==> src/rtl/wdt_regs.vh <==
// Watchdog block constants: register offsets, field positions, reset values,
// timing counts. Included by the watchdog design files only.
`ifndef WDT_REGS_VH
`define WDT_REGS_VH

// Avalon word addresses (byte address = 4 * index)
`define WDT_ADDR_CTRL        4'h0
`define WDT_ADDR_CAUSE       4'h1
`define WDT_ADDR_STAT        4'h2

// Control/status field positions
`define WDT_BIT_FLAG         7
`define WDT_BIT_IE           6
`define WDT_BIT_PS3          5
`define WDT_BIT_UNLOCK       4
`define WDT_BIT_RSTEN        3
// Reset cause register field
`define WDT_BIT_CAUSE        3

// Reset values
`define WDT_CTRL_RESET       8'h00
`define WDT_RSTEN_RESET      1'b0

// Unlock window in core cycles
`define WDT_UNLOCK_CYCLES    3'h4

// Reset pulse width in core cycles
`define WDT_RST_PULSE        4'h8

// Time-out lengths in oscillator ticks, one per prescaler code 0 to 13
`define WDT_LIM_C0           21'h000800
`define WDT_LIM_C1           21'h001000
`define WDT_LIM_C2           21'h002000
`define WDT_LIM_C3           21'h004000
`define WDT_LIM_C4           21'h008000
`define WDT_LIM_C5           21'h010000
`define WDT_LIM_C6           21'h020000
`define WDT_LIM_C7           21'h040000
`define WDT_LIM_C8           21'h080000
`define WDT_LIM_C9           21'h100000
`define WDT_LIM_C10          21'h000400
`define WDT_LIM_C11          21'h000200
`define WDT_LIM_C12          21'h000100
`define WDT_LIM_C13          21'h000080

// Reset vector address
`define WDT_RESET_VECTOR     16'h0000

// Prescaler codes
`define WDT_PS_RES0          4'hE
`define WDT_PS_RES1          4'hF

`endif

==> src/rtl/wdt_osc_counter.v <==
// Watchdog time-base counter: counts enable ticks of the slow oscillator
// and flags the time-out for the selected prescaler code.
// Assumes osc_tick is a one-cycle pulse already in the core clock domain.
`timescale 1ns/10ps
`include "wdt_regs.vh"

module wdt_osc_counter (
  // Clock and reset
  input  wire        core_clk,
  input  wire        reset_n,
  input  wire        clk_en,
  // Control
  input  wire        run,
  input  wire        restart,
  input  wire [3:0]  prescale,
  input  wire        osc_tick,
  // Result
  output reg         timeout_q
);

  reg  [20:0] count_q;
  reg  [20:0] limit;

  // Time-out length per code; doubling from 2048, then the short codes
  always @* begin
    case (prescale)
      4'h0:    limit = `WDT_LIM_C0;
      4'h1:    limit = `WDT_LIM_C1;
      4'h2:    limit = `WDT_LIM_C2;
      4'h3:    limit = `WDT_LIM_C3;
      4'h4:    limit = `WDT_LIM_C4;
      4'h5:    limit = `WDT_LIM_C5;
      4'h6:    limit = `WDT_LIM_C6;
      4'h7:    limit = `WDT_LIM_C7;
      4'h8:    limit = `WDT_LIM_C8;
      4'h9:    limit = `WDT_LIM_C9;
      4'hA:    limit = `WDT_LIM_C10;
      4'hB:    limit = `WDT_LIM_C11;
      4'hC:    limit = `WDT_LIM_C12;
      4'hD:    limit = `WDT_LIM_C13;
      default: limit = `WDT_LIM_C13; // Reserved codes act like the shortest
    endcase
  end

  // Count oscillator ticks; a one-cycle time-out pulse then wrap to zero
  always @(posedge core_clk or negedge reset_n) begin
    if (!reset_n) begin
      count_q   <= 21'h000000;
      timeout_q <= 1'b0;
    end else if (clk_en) begin
      timeout_q <= 1'b0;
      if (restart || !run) begin
        count_q <= 21'h000000;
      end else if (osc_tick) begin
        if (count_q + 21'h000001 >= limit) begin
          count_q   <= 21'h000000;
          timeout_q <= 1'b1;
        end else begin
          count_q <= count_q + 21'h000001;
        end
      end
    end
  end

endmodule // wdt_osc_counter

==> src/rtl/wdt_control.v <==
// Watchdog control and status logic with an Avalon-MM register slave.
// Assumes the 128 kHz oscillator arrives on a pin-level input, and the core
// reports vector entry, watchdog-reset instruction and global enable.
//
// The implementer's own choices: the Avalon-MM interface to the registers and the address map.
`timescale 1ns/10ps
`include "wdt_regs.vh"

module wdt_control (
  // Clock and reset
  input  wire        core_clk,
  input  wire        reset_n,
  input  wire        clk_en,
  // Avalon-MM slave
  input  wire [3:0]  avs_address,
  input  wire        avs_read,
  input  wire        avs_write,
  input  wire [31:0] avs_writedata,
  input  wire [3:0]  avs_byteenable,
  output reg  [31:0] avs_readdata,
  output reg         avs_waitrequest,
  // Core side
  input  wire        osc_128k,
  input  wire        always_on_fuse,
  input  wire        core_global_ie,
  input  wire        vector_ack,
  input  wire        restart_cmd,
  input  wire        por_event,
  output reg         irq_q,
  output reg         sys_reset_q,
  output reg  [15:0] reset_vector_q
);

  // Control/status bits
  reg        flag_q;
  reg        ie_q;
  reg        unlock_q;
  reg        rsten_q;
  reg  [3:0] ps_q;
  reg  [2:0] unlock_cnt_q;
  reg        cause_q;
  reg        fuse_q;
  reg  [3:0] rst_cnt_q;
  reg        ack_q;
  // Oscillator synchroniser and edge detect
  reg  [2:0] osc_sync_q;
  reg        osc_state_q;
  wire       osc_tick;
  wire       timeout;

  // Effective mode bits, fuse overrides software
  wire       eff_rsten = fuse_q | rsten_q | cause_q;
  wire       eff_ie    = ie_q & ~fuse_q;
  wire       running   = eff_rsten | eff_ie;
  wire [7:0] ctrl_rd   = {flag_q, eff_ie, ps_q[3], unlock_q, eff_rsten,
                          ps_q[2:0]};

  // Bus access decode; one wait cycle then answer
  wire       acc     = (avs_read | avs_write) & avs_waitrequest;
  wire       wr_ctrl = acc & avs_write & avs_byteenable[0]
                       & (avs_address == `WDT_ADDR_CTRL);
  wire       wr_cause = acc & avs_write & avs_byteenable[0]
                        & (avs_address == `WDT_ADDR_CAUSE);
  wire [7:0] wd      = avs_writedata[7:0];

  // Three-stage sync; a change counts when stages two and three agree
  always @(posedge core_clk or negedge reset_n) begin
    if (!reset_n) begin
      osc_sync_q  <= 3'h0;
      osc_state_q <= 1'b0;
    end else if (clk_en) begin
      osc_sync_q <= {osc_sync_q[1:0], osc_128k};
      if (osc_sync_q[1] == osc_sync_q[2]) begin
        osc_state_q <= osc_sync_q[2];
      end
    end
  end

  // One tick per rising oscillator edge
  assign osc_tick = (osc_sync_q[1] == osc_sync_q[2]) & osc_sync_q[2]
                    & ~osc_state_q;

  // Time base
  wdt_osc_counter u_counter (
    .core_clk  (core_clk),
    .reset_n   (reset_n),
    .clk_en    (clk_en),
    .run       (running),
    .restart   (restart_cmd),
    .prescale  (ps_q),
    .osc_tick  (osc_tick),
    .timeout_q (timeout)
  );

  // Fuse is a strap, caught by clocked logic after reset release
  always @(posedge core_clk or negedge reset_n) begin
    if (!reset_n) begin
      fuse_q <= 1'b0;
    end else if (clk_en) begin
      fuse_q <= always_on_fuse;
    end
  end

  // Vector entry edge, so a held acknowledge clears only once
  always @(posedge core_clk or negedge reset_n) begin
    if (!reset_n) begin
      ack_q <= 1'b0;
    end else if (clk_en) begin
      ack_q <= vector_ack;
    end
  end

  wire ack_pulse = vector_ack & ~ack_q;

  // Reset decision for this time-out
  wire do_reset = timeout & eff_rsten & (~eff_ie | flag_q);

  // Control register update
  always @(posedge core_clk or negedge reset_n) begin
    if (!reset_n) begin
      flag_q       <= 1'b0;
      ie_q         <= 1'b0;
      unlock_q     <= 1'b0;
      rsten_q      <= `WDT_RSTEN_RESET;
      ps_q         <= 4'h0;
      unlock_cnt_q <= 3'h0;
    end else if (clk_en) begin
      // Unlock window countdown
      if (unlock_cnt_q != 3'h0) begin
        unlock_cnt_q <= unlock_cnt_q - 3'h1;
        if (unlock_cnt_q == 3'h1) begin
          unlock_q <= 1'b0;
        end
      end
      if (wr_ctrl) begin
        ie_q <= wd[`WDT_BIT_IE];
        // Setting rsten is always allowed; clearing needs the unlock
        if (wd[`WDT_BIT_RSTEN] || unlock_q) begin
          rsten_q <= wd[`WDT_BIT_RSTEN];
        end
        if (unlock_q) begin
          ps_q <= {wd[`WDT_BIT_PS3], wd[2:0]};
        end
        // Unlock opens only when written together with rsten
        if (wd[`WDT_BIT_UNLOCK] && wd[`WDT_BIT_RSTEN]) begin
          unlock_q     <= 1'b1;
          unlock_cnt_q <= `WDT_UNLOCK_CYCLES;
        end else begin
          unlock_q     <= 1'b0;
          unlock_cnt_q <= 3'h0;
        end
      end
      // Vector entry in combined mode drops the enable
      if (ack_pulse && flag_q && eff_rsten) begin
        ie_q <= 1'b0;
      end
      // Flag: set wins over write-one clear and vector clear
      if (timeout && eff_ie && !do_reset) begin
        flag_q <= 1'b1;
      end else if (ack_pulse) begin
        flag_q <= 1'b0;
      end else if (wr_ctrl && wd[`WDT_BIT_FLAG]) begin
        flag_q <= 1'b0;
      end
    end
  end

  // Reset cause flag: set by watchdog reset, cleared by software or power-on
  always @(posedge core_clk or negedge reset_n) begin
    if (!reset_n) begin
      cause_q <= 1'b0;
    end else if (clk_en) begin
      if (do_reset) begin
        cause_q <= 1'b1;
      end else if (por_event) begin
        cause_q <= 1'b0;
      end else if (wr_cause && !wd[`WDT_BIT_CAUSE]) begin
        cause_q <= 1'b0;
      end
    end
  end

  // System reset pulse to the core, with the vector it must take
  always @(posedge core_clk or negedge reset_n) begin
    if (!reset_n) begin
      rst_cnt_q      <= 4'h0;
      sys_reset_q    <= 1'b0;
      reset_vector_q <= `WDT_RESET_VECTOR;
    end else if (clk_en) begin
      if (do_reset) begin
        rst_cnt_q      <= `WDT_RST_PULSE;
        sys_reset_q    <= 1'b1;
        reset_vector_q <= `WDT_RESET_VECTOR;
      end else if (rst_cnt_q != 4'h0) begin
        rst_cnt_q   <= rst_cnt_q - 4'h1;
        sys_reset_q <= (rst_cnt_q != 4'h1);
      end
    end
  end

  // Interrupt request; core global enable gates it
  always @(posedge core_clk or negedge reset_n) begin
    if (!reset_n) begin
      irq_q <= 1'b0;
    end else if (clk_en) begin
      irq_q <= flag_q & eff_ie & core_global_ie;
    end
  end

  // Avalon slave: waitrequest high until one cycle after the request
  always @(posedge core_clk or negedge reset_n) begin
    if (!reset_n) begin
      avs_waitrequest <= 1'b1;
      avs_readdata    <= 32'h00000000;
    end else if (clk_en) begin
      if (acc) begin
        avs_waitrequest <= 1'b0;
        case (avs_address)
          `WDT_ADDR_CTRL:  avs_readdata <= {24'h000000, ctrl_rd};
          `WDT_ADDR_CAUSE: avs_readdata <= {28'h0000000, cause_q, 3'h0};
          `WDT_ADDR_STAT:  avs_readdata <= {28'h0000000, fuse_q, running,
                                            eff_ie, eff_rsten};
          default:         avs_readdata <= 32'h00000000;
        endcase
      end else begin
        avs_waitrequest <= 1'b1;
      end
    end
  end

endmodule // wdt_control

==> config.mk <==
export PLATFORM = sky130hd
export DESIGN_NAME = wdt_control
export DESIGN_NICKNAME = d
export VERILOG_FILES = /design/src/rtl/wdt_osc_counter.v /design/src/rtl/wdt_control.v
export VERILOG_INCLUDE_DIRS = /design/src /design/src/rtl
export SDC_FILE = /design/constraint.sdc
export NUM_CORES = 1
export LEC_CHECK = 0
export BUFFER_PORTS_ARGS = -buffer_cell sky130_fd_sc_hd__buf_4
export CAP_MARGIN = 20
export CORE_ASPECT_RATIO = 1.2
export CORE_MARGIN = 3
export CORE_UTILIZATION = 30
export DETAILED_ROUTE_END_ITERATION = 10
export GPL_ROUTABILITY_DRIVEN = 0
export PLACE_DENSITY_LB_ADDON = 0.2
export SETUP_SLACK_MARGIN = 0.05
export SYNTH_ARGS = -nofsm -noshare
export SYNTH_HDL_FRONTEND = slang
export SYNTH_SLANG_ARGS = --single-unit
==> constraint.sdc <==
create_clock -name core_clk -period 3.65 [get_ports core_clk]
set_clock_uncertainty 0.05 [all_clocks]
set_input_delay 0.1825 -clock core_clk [delete_from_list [all_inputs] [get_ports core_clk]]
set_output_delay 0.1825 -clock core_clk [all_outputs]
set_load 0.005 [all_outputs]
==> results.sh, run 1 <==
export IMPL_status="complete, no violations"
export IMPL_antenna_found_initial=0
export IMPL_synth_area_leaders="dfrtp_1 (36%), buf_4 (8.3%), ha_1 (7.4%), nand2_1 (6.2%), nand3_1 (3.0%)"
export IMPL_ir_drop_mv=0.236
export IMPL_arrival_ns=3.75
export IMPL_drv_slew=0
export IMPL_p_comb_share_pct=20.9
export IMPL_rrSetupSlack_ns=0.07
export IMPL_design_core_area_sq_um=11800
export IMPL_cts_buffers=5
export IMPL_regToRegEndpoint="u_counter.count_q[12]"
export IMPL_cts_buffer_depth=2
export IMPL_intPower_uw=1080
export IMPL_critPathMaxStageDelay_ns=0.56
export IMPL_final_cell_mix="buf_4 (61), nand2_1 (58), dfrtp_1 (51), conb_1 (40)"
export IMPL_drt_iter0_drc=138
export IMPL_die_h_microns=128
export IMPL_routed_via_density=4.88
export IMPL_grt_pass1_wl_microns=15000
export IMPL_dieArea_sq_um=13800
export IMPL_htree_num_levels=2
export IMPL_ys_seq_area_share_pct=37.1
export IMPL_cts_sinks=55
export IMPL_clkPwrFrac_pct=31.6
export IMPL_yosys_register_bits=55
export IMPL_power_leakage_uw=0.00211
export IMPL_min_from="always_on_fuse"
export IMPL_io_pins=102
export IMPL_ys_flop_type="dfrtp_1"
export IMPL_grt_pass1_vias=2969
export IMPL_path_max_fanout=8
export IMPL_syn_avg_cell_area_sq_um=9.13
export IMPL_first_pass_iters=5
export IMPL_synthesis_area_sq_um=3720
export IMPL_final_area_sq_um=4550
export IMPL_hold_viol=0
export IMPL_hpwl_microns=6360
export IMPL_place_ws_ns=-0.00940
export IMPL_cts_tree="done"
export IMPL_seqPwrFrac_pct=47.5
export IMPL_final_common_cell="buf_4"
export IMPL_num_vias=3043
export IMPL_grt_overflow_total=0
export IMPL_final_cells=623
export IMPL_p_total_uw=1550
export IMPL_worstSkewPairLatency_ns=0.29
export IMPL_rsz0062_at_grt="yes"
export IMPL_synth_top_cell_by_area="dfrtp_1"
export IMPL_numPortBuffers=34
export IMPL_drv_cap=0
export IMPL_fin_crit_sh_pct=98.0
export IMPL_synth_distinct_cells=58
export IMPL_ctsRootBufferMaster="clkbuf_16"
export IMPL_synth_edff_count=0
export IMPL_path_buf_inv=3
export IMPL_drive_above_1_share_pct=25.1
export IMPL_clk_transition_reported_paths_ns=0.07
export IMPL_setup_worst_path_class="reg2reg"
export IMPL_r2r_worst_path_cells=16
export IMPL_path_delay_family="simple AND/OR/NAND/NOR gates"
export IMPL_die_x_microns=108
export IMPL_insertedDiodeCount=0
export IMPL_holdPathEnd="fuse_q"
export IMPL_wl_microns=9050
export IMPL_nNetsFinal=538
export IMPL_area_growth_pct=22.5
export IMPL_min_period_ns=3.58
export IMPL_ys_warn_count=0
export IMPL_wl_per_cell_microns=14.5
export IMPL_synth_top_cell_area_share_pct=36.4
export IMPL_relSlewSlack_pct=52.5
export IMPL_cp_cell_sequence="ha_2, nand3_2, nor4_4, nand3_2, or2_4, xnor2_4, ha_4, buf_6, nand2_2, o21ai_2, or4_4, a211oi_4, buf_6, buf_16, nand4_1, mux2i_1"
export IMPL_post_place_cells=604
export IMPL_hold_class="in2reg"
export IMPL_worst_setup_path_end_kind="register"
export IMPL_setup_ws_ns=0.0742
export IMPL_max_freq_mhz=280
export IMPL_start_kind="register"
export IMPL_setup_viol=0
export IMPL_crit_required_ns=3.82
export IMPL_synthArstFlopShare_pct=100
export IMPL_start_util_pct=31.4
export IMPL_drtAntennaViolNets=0
export IMPL_grt_start_max_net_pins=56
export IMPL_grt_usage_pct=13.5
export IMPL_worst_pin_slew_ns=0.712
export IMPL_place_area_sq_um=4150
export IMPL_power_density_nw_per_um2=341
export IMPL_p_sw_uw=470
export IMPL_crit_path_top_delay_cell="or4_4"
export IMPL_whs_path_depth=2
export IMPL_syn_inst=407
export IMPL_post_route_drc_count=0
export IMPL_fp_row_count=43
export IMPL_timing_rr_start="u_counter.count_q[0]"
export IMPL_swShare_pct=30.3
[worst max-delay path by stage]
stage | start | end | depth (start not counted)
3_5_place_dp | u_counter.count_q[0] | u_counter.count_q[18] | 14
6_report | u_counter.count_q[0] | u_counter.count_q[12] | 16
2_1_floorplan | u_counter.count_q[0] | u_counter.count_q[11] | 13
5_1_grt | u_counter.count_q[0] | u_counter.count_q[18] | 16
4_1_cts | u_counter.count_q[0] | u_counter.count_q[18] | 15
3_3_place_gp | u_counter.count_q[0] | u_counter.count_q[18] | 15
[routing by layer]
layer | GRT usage (%) | up-vias | part of all wire (%)
li1 | - | 1479 | -
met1 | 16.8 | 1494 | 43
met2 | 24.3 | 63 | 54
met3 | 2.12 | 7 | 2.6
met4 | 3.12 | 0 | 0.80
met5 | 0 | - | 0
[sequential cells by signal, indices dropped and copies added, names as in the netlist, 3 cells and up]
signal             count
avs_readdata           8
osc_sync_q             3
ps_q                   4
rst_cnt_q              4
u_counter.count_q     21
unlock_cnt_q           3
[worst register-to-register path, delay by kind of cell (launching register included)]
family / cells / cell delay [ns]
and+or+nand+nor: 7 / 1.62
adders and majority gates: 2 / 0.44
buffers and inverters: 3 / 0.40
DFF: 1 / 0.38
AOI/OAI and AO/OA: 2 / 0.28
xor gates and xnor gates: 1 / 0.20
muxes: 1 / 0.14
[power by group through the flow]
stage / Combinational (uW) / Clock [uW] / Sequential (uW)
2_1_floorplan: 245 / 0 / 736
4_1_cts: 326 / 511 / 737
6_report: 324 / 490 / 737
3_3_place_gp: 306 / 0 / 745
3_5_place_dp: 317 / 0 / 748
5_1_grt: 388 / 542 / 747
[stage by stage]
stage	TNS (ns)	utilization (%)	hold WS [ns]
2_1_floorplan	0	-	-0.163
3_3_place_gp	0	35.0	0.247
3_5_place_dp	-0.00940	35.0	0.248
4_1_cts	0	37.7	0.0589
5_1_grt	-0.654	38.5	0.0657
6_report	0	38.5	0.0663
[final cells by class]
cell class,instances,area (sq um)
clock buffers,6,129
clock inverters,2,16.3
inverters,13,48.8
flip-flops and latches,55,1380
repair buffers,69,577
fillers,1234,7280
well taps,157,196
multi-input cells,321,2200
[logic make-up after synthesis]
logic type / count (synthesis) / synth area share (%)
AO/OA/AOI/OAI: 68 / 12.9
XOR/XNOR: 16 / 3.97
adder cells (fa/ha/maj): 22 / 7.40
buffers and inverters: 70 / 11.5
flip-flops: 55 / 37.1
multiplexers: 14 / 4.07
other: 1 / 0.101
AND/OR/NAND/NOR: 161 / 23.0
[synth_stat cells, drive strengths merged, types with 4 or more instances]
cell type and n:
nor3 11, a32o 9, xor2 6, mux2i 5, mux2 9, nand3b 4
nor2b 8, a21oi 11, buf 44, nand2 61, nand4 13, ha 22
inv 13, or4 4, nand3 25, nor4 5, o21ai 22, dfrtp 54
xnor2 10, nor2 18, clkbuf 13
[timing repair]
action / in CTS / in global routing
setup endpoints to repair: 12 / 22
buffers inserted: 6 / 1
gates resized for setup: 17 / 13
pin swaps: 10 / 22
gates cloned: 1 / 1
hold buffers: 1 / 0
hold endpoints to repair: 54 / 0
No activity file was read; power rests on OpenSTA's default activity.
==> run 2: changes to the inputs <==
- PLACE_DENSITY_LB_ADDON: 0.2 -> not set
- clock period: 3.65 -> 3.1 ns (I/O delays scaled with it)
==> run 2 against run 1 <==
  * The run now ends with setup timing left
  * Global-route usage down 0.47 points
  * Largest power group unchanged
  * Highest routed layer unchanged
  * Utilization up 2.5 points
  * Die area unchanged
  * Clock power up 32%
  * Design area up 6.6%
  * Flip-flop and latch count unchanged
  * Fmax up 5.1%
  * Critical path type unchanged
  * Combinational power up 18%
  * Critical endpoint is now u_counter.count_q[18]
==> results.sh, run 2 (same netlist as run 1, synthesis figures left out) <==
export IMPL_drv_slew=0
export IMPL_min_from="always_on_fuse"
export IMPL_routed_via_density=4.80
export IMPL_rrSetupSlack_ns=-0.30
export IMPL_grt_pass1_wl_microns=14600
export IMPL_place_area_sq_um=4330
export IMPL_crit_required_ns=3.22
export IMPL_cts_tree="done"
export IMPL_r2r_worst_path_cells=15
export IMPL_numPortBuffers=34
export IMPL_final_cells=652
export IMPL_dieArea_sq_um=13800
export IMPL_grtUsageMet2_pct=23.3
export IMPL_setup_ws_ns=-0.302
export IMPL_final_cell_mix="buf_4 (92), nand2_1 (56), dfrtp_1 (49), conb_1 (40)"
export IMPL_n_fill_cell=1175
export IMPL_relSlewSlack_pct=36.3
export IMPL_min_period_ns=3.40
export IMPL_rsz0062_at_grt="yes"
export IMPL_worstSkewPairLatency_ns=0.29
export IMPL_arrival_ns=3.52
export IMPL_nNetsFinal=567
export IMPL_p_comb_share_pct=20.1
export IMPL_num_vias=3132
export IMPL_design_core_area_sq_um=11800
export IMPL_fin_crit_sh_pct=110
export IMPL_holdPathEnd="fuse_q"
export IMPL_drtAntennaViolNets=0
export IMPL_setup_worst_path_class="reg2reg"
export IMPL_p_sw_uw=542
export IMPL_power_density_nw_per_um2=390
export IMPL_whs_path_depth=2
export IMPL_start_kind="register"
export IMPL_use_met1_pct=16.4
export IMPL_first_pass_iters=4
export IMPL_seqPwrFrac_pct=45.8
export IMPL_hpwl_microns=6500
export IMPL_drive_above_1_share_pct=31.9
export IMPL_wl_per_cell_microns=14.1
export IMPL_largestRegisters="u_counter.count_q: 21 flops, avs_readdata: 8 flops"
export IMPL_die_x_microns=108
export IMPL_path_max_fanout=5
export IMPL_clk_transition_reported_paths_ns=0.07
export IMPL_htree_num_levels=2
export IMPL_die_h_microns=128
export IMPL_wl_microns=9220
export IMPL_power_leakage_uw=0.00228
export IMPL_grt_overflow_total=0
export IMPL_max_freq_mhz=294
export IMPL_p_total_uw=1890
export IMPL_final_common_cell="buf_4"
export IMPL_cts_sinks=55
export IMPL_fp_row_count=43
export IMPL_worst_setup_path_end_kind="register"
export IMPL_cts_buffers=5
export IMPL_status="complete, but fails checks"
export IMPL_swShare_pct=28.6
export IMPL_ir_drop_mv=0.279
export IMPL_cts_buffer_depth=2
export IMPL_hold_class="in2reg"
export IMPL_worst_pin_slew_ns=0.951
export IMPL_place_ws_ns=-0.326
export IMPL_io_pins=102
export IMPL_area_growth_pct=30.5
export IMPL_timing_rr_start="u_counter.count_q[7]"
export IMPL_ctsRootBufferMaster="clkbuf_16"
export IMPL_antenna_found_initial=0
export IMPL_insertedDiodeCount=0
export IMPL_drt_iter0_drc=144
export IMPL_post_place_cells=623
export IMPL_post_route_drc_count=0
export IMPL_hold_viol=0
export IMPL_grt_start_max_net_pins=56
export IMPL_clkPwrFrac_pct=34.1
export IMPL_drv_cap=0
export IMPL_intPower_uw=1350
export IMPL_use_met3_pct=2.12
export IMPL_grt_pass1_vias=3045
export IMPL_largest_register_ff_count=21
export IMPL_start_util_pct=31.4
export IMPL_violations="setup timing"
export IMPL_final_area_sq_um=4850
export IMPL_critPathLaunch="u_counter.count_q[7]"
export IMPL_grt_usage_pct=13.0
export IMPL_top_register="u_counter.count_q"
export IMPL_busiest_layer="met2"
export IMPL_setup_viol=22
export IMPL_regToRegEndpoint="u_counter.count_q[18]"
==> run 2: how the worst max path moves through the flow <==
| stage | to | slack, ns | cells after the start |
|---|---|---|---|
| after floorplan | u_counter.count_q[1] | -0.14 | 12 |
| after global placement | u_counter.count_q[14] | -0.23 | 13 |
| after detailed placement | u_counter.count_q[10] | -0.33 | 13 |
| after CTS | u_counter.count_q[0] | -0.31 | 14 |
| after global routing | u_counter.count_q[12] | -0.43 | 13 |
| final | u_counter.count_q[18] | -0.30 | 15 |
==> run 2: power by group through the flow <==
stage / registers (uW) / logic [uW] / clock network, uW
3_5_place_dp: 881 / 373 / 0
2_1_floorplan: 868 / 289 / 0
4_1_cts: 867 / 380 / 665
6_report: 867 / 381 / 645
3_3_place_gp: 878 / 351 / 0
5_1_grt: 880 / 442 / 701
==> run 2: worst max-delay path: stages (launching register included) <==
cell and delay (ns):
dfrtp_1 0.43, nand3_4 0.12, buf_4 0.16, nor4_4 0.20, buf_4 0.17, nand2_2 0.08
buf_4 0.16, xnor2_2 0.15, ha_4 0.29, nand4_4 0.12, or4_4 0.51, nor4b_4 0.32
a211oi_4 0.14, buf_6 0.16, a31oi_4 0.13, mux2i_1 0.10
==> run 2: repair_timing <==
action / in CTS / in global routing
setup endpoints to repair: 22 / 22
hold endpoints to repair: 54 / 0
resized for setup: 7 / 30
cloned: 0 / 1
setup buffers: 7 / 12
hold buffers: 1 / 0
pin swaps: 5 / 25
==> run 2: metrics by stage <==
step | TNS, ns | hold WS [ns] | utilization [%]
after floorplan | -2.68 | -0.191 | -
after global placement | -4.12 | 0.211 | 36.6
after detailed placement | -5.99 | 0.220 | 36.6
after CTS | -5.95 | 0.0342 | 38.8
after global routing | -8.58 | 0.0380 | 41.0
final | -5.74 | 0.0386 | 41.0
==> run 2: cell type report <==
type	instances	area [sq um]	area share [%]
multi-input combinational	321	2300	47.4
clock buffer	6	129	2.66
clock inverter	2	37.5	0.774
inverter	13	48.8	1.01
sequential	55	1380	28.5
tap	157	196	4.05
timing repair buffer	98	757	15.6
==> run 2: routing by layer <==
| layer | up-vias | wire length [microns] |
|---|---|---|
| met5 | - | 0 |
| met4 | 0 | 84 |
| met3 | 8 | 322 |
| met2 | 64 | 4920 |
| met1 | 1526 | 3890 |
| li1 | 1534 | - |
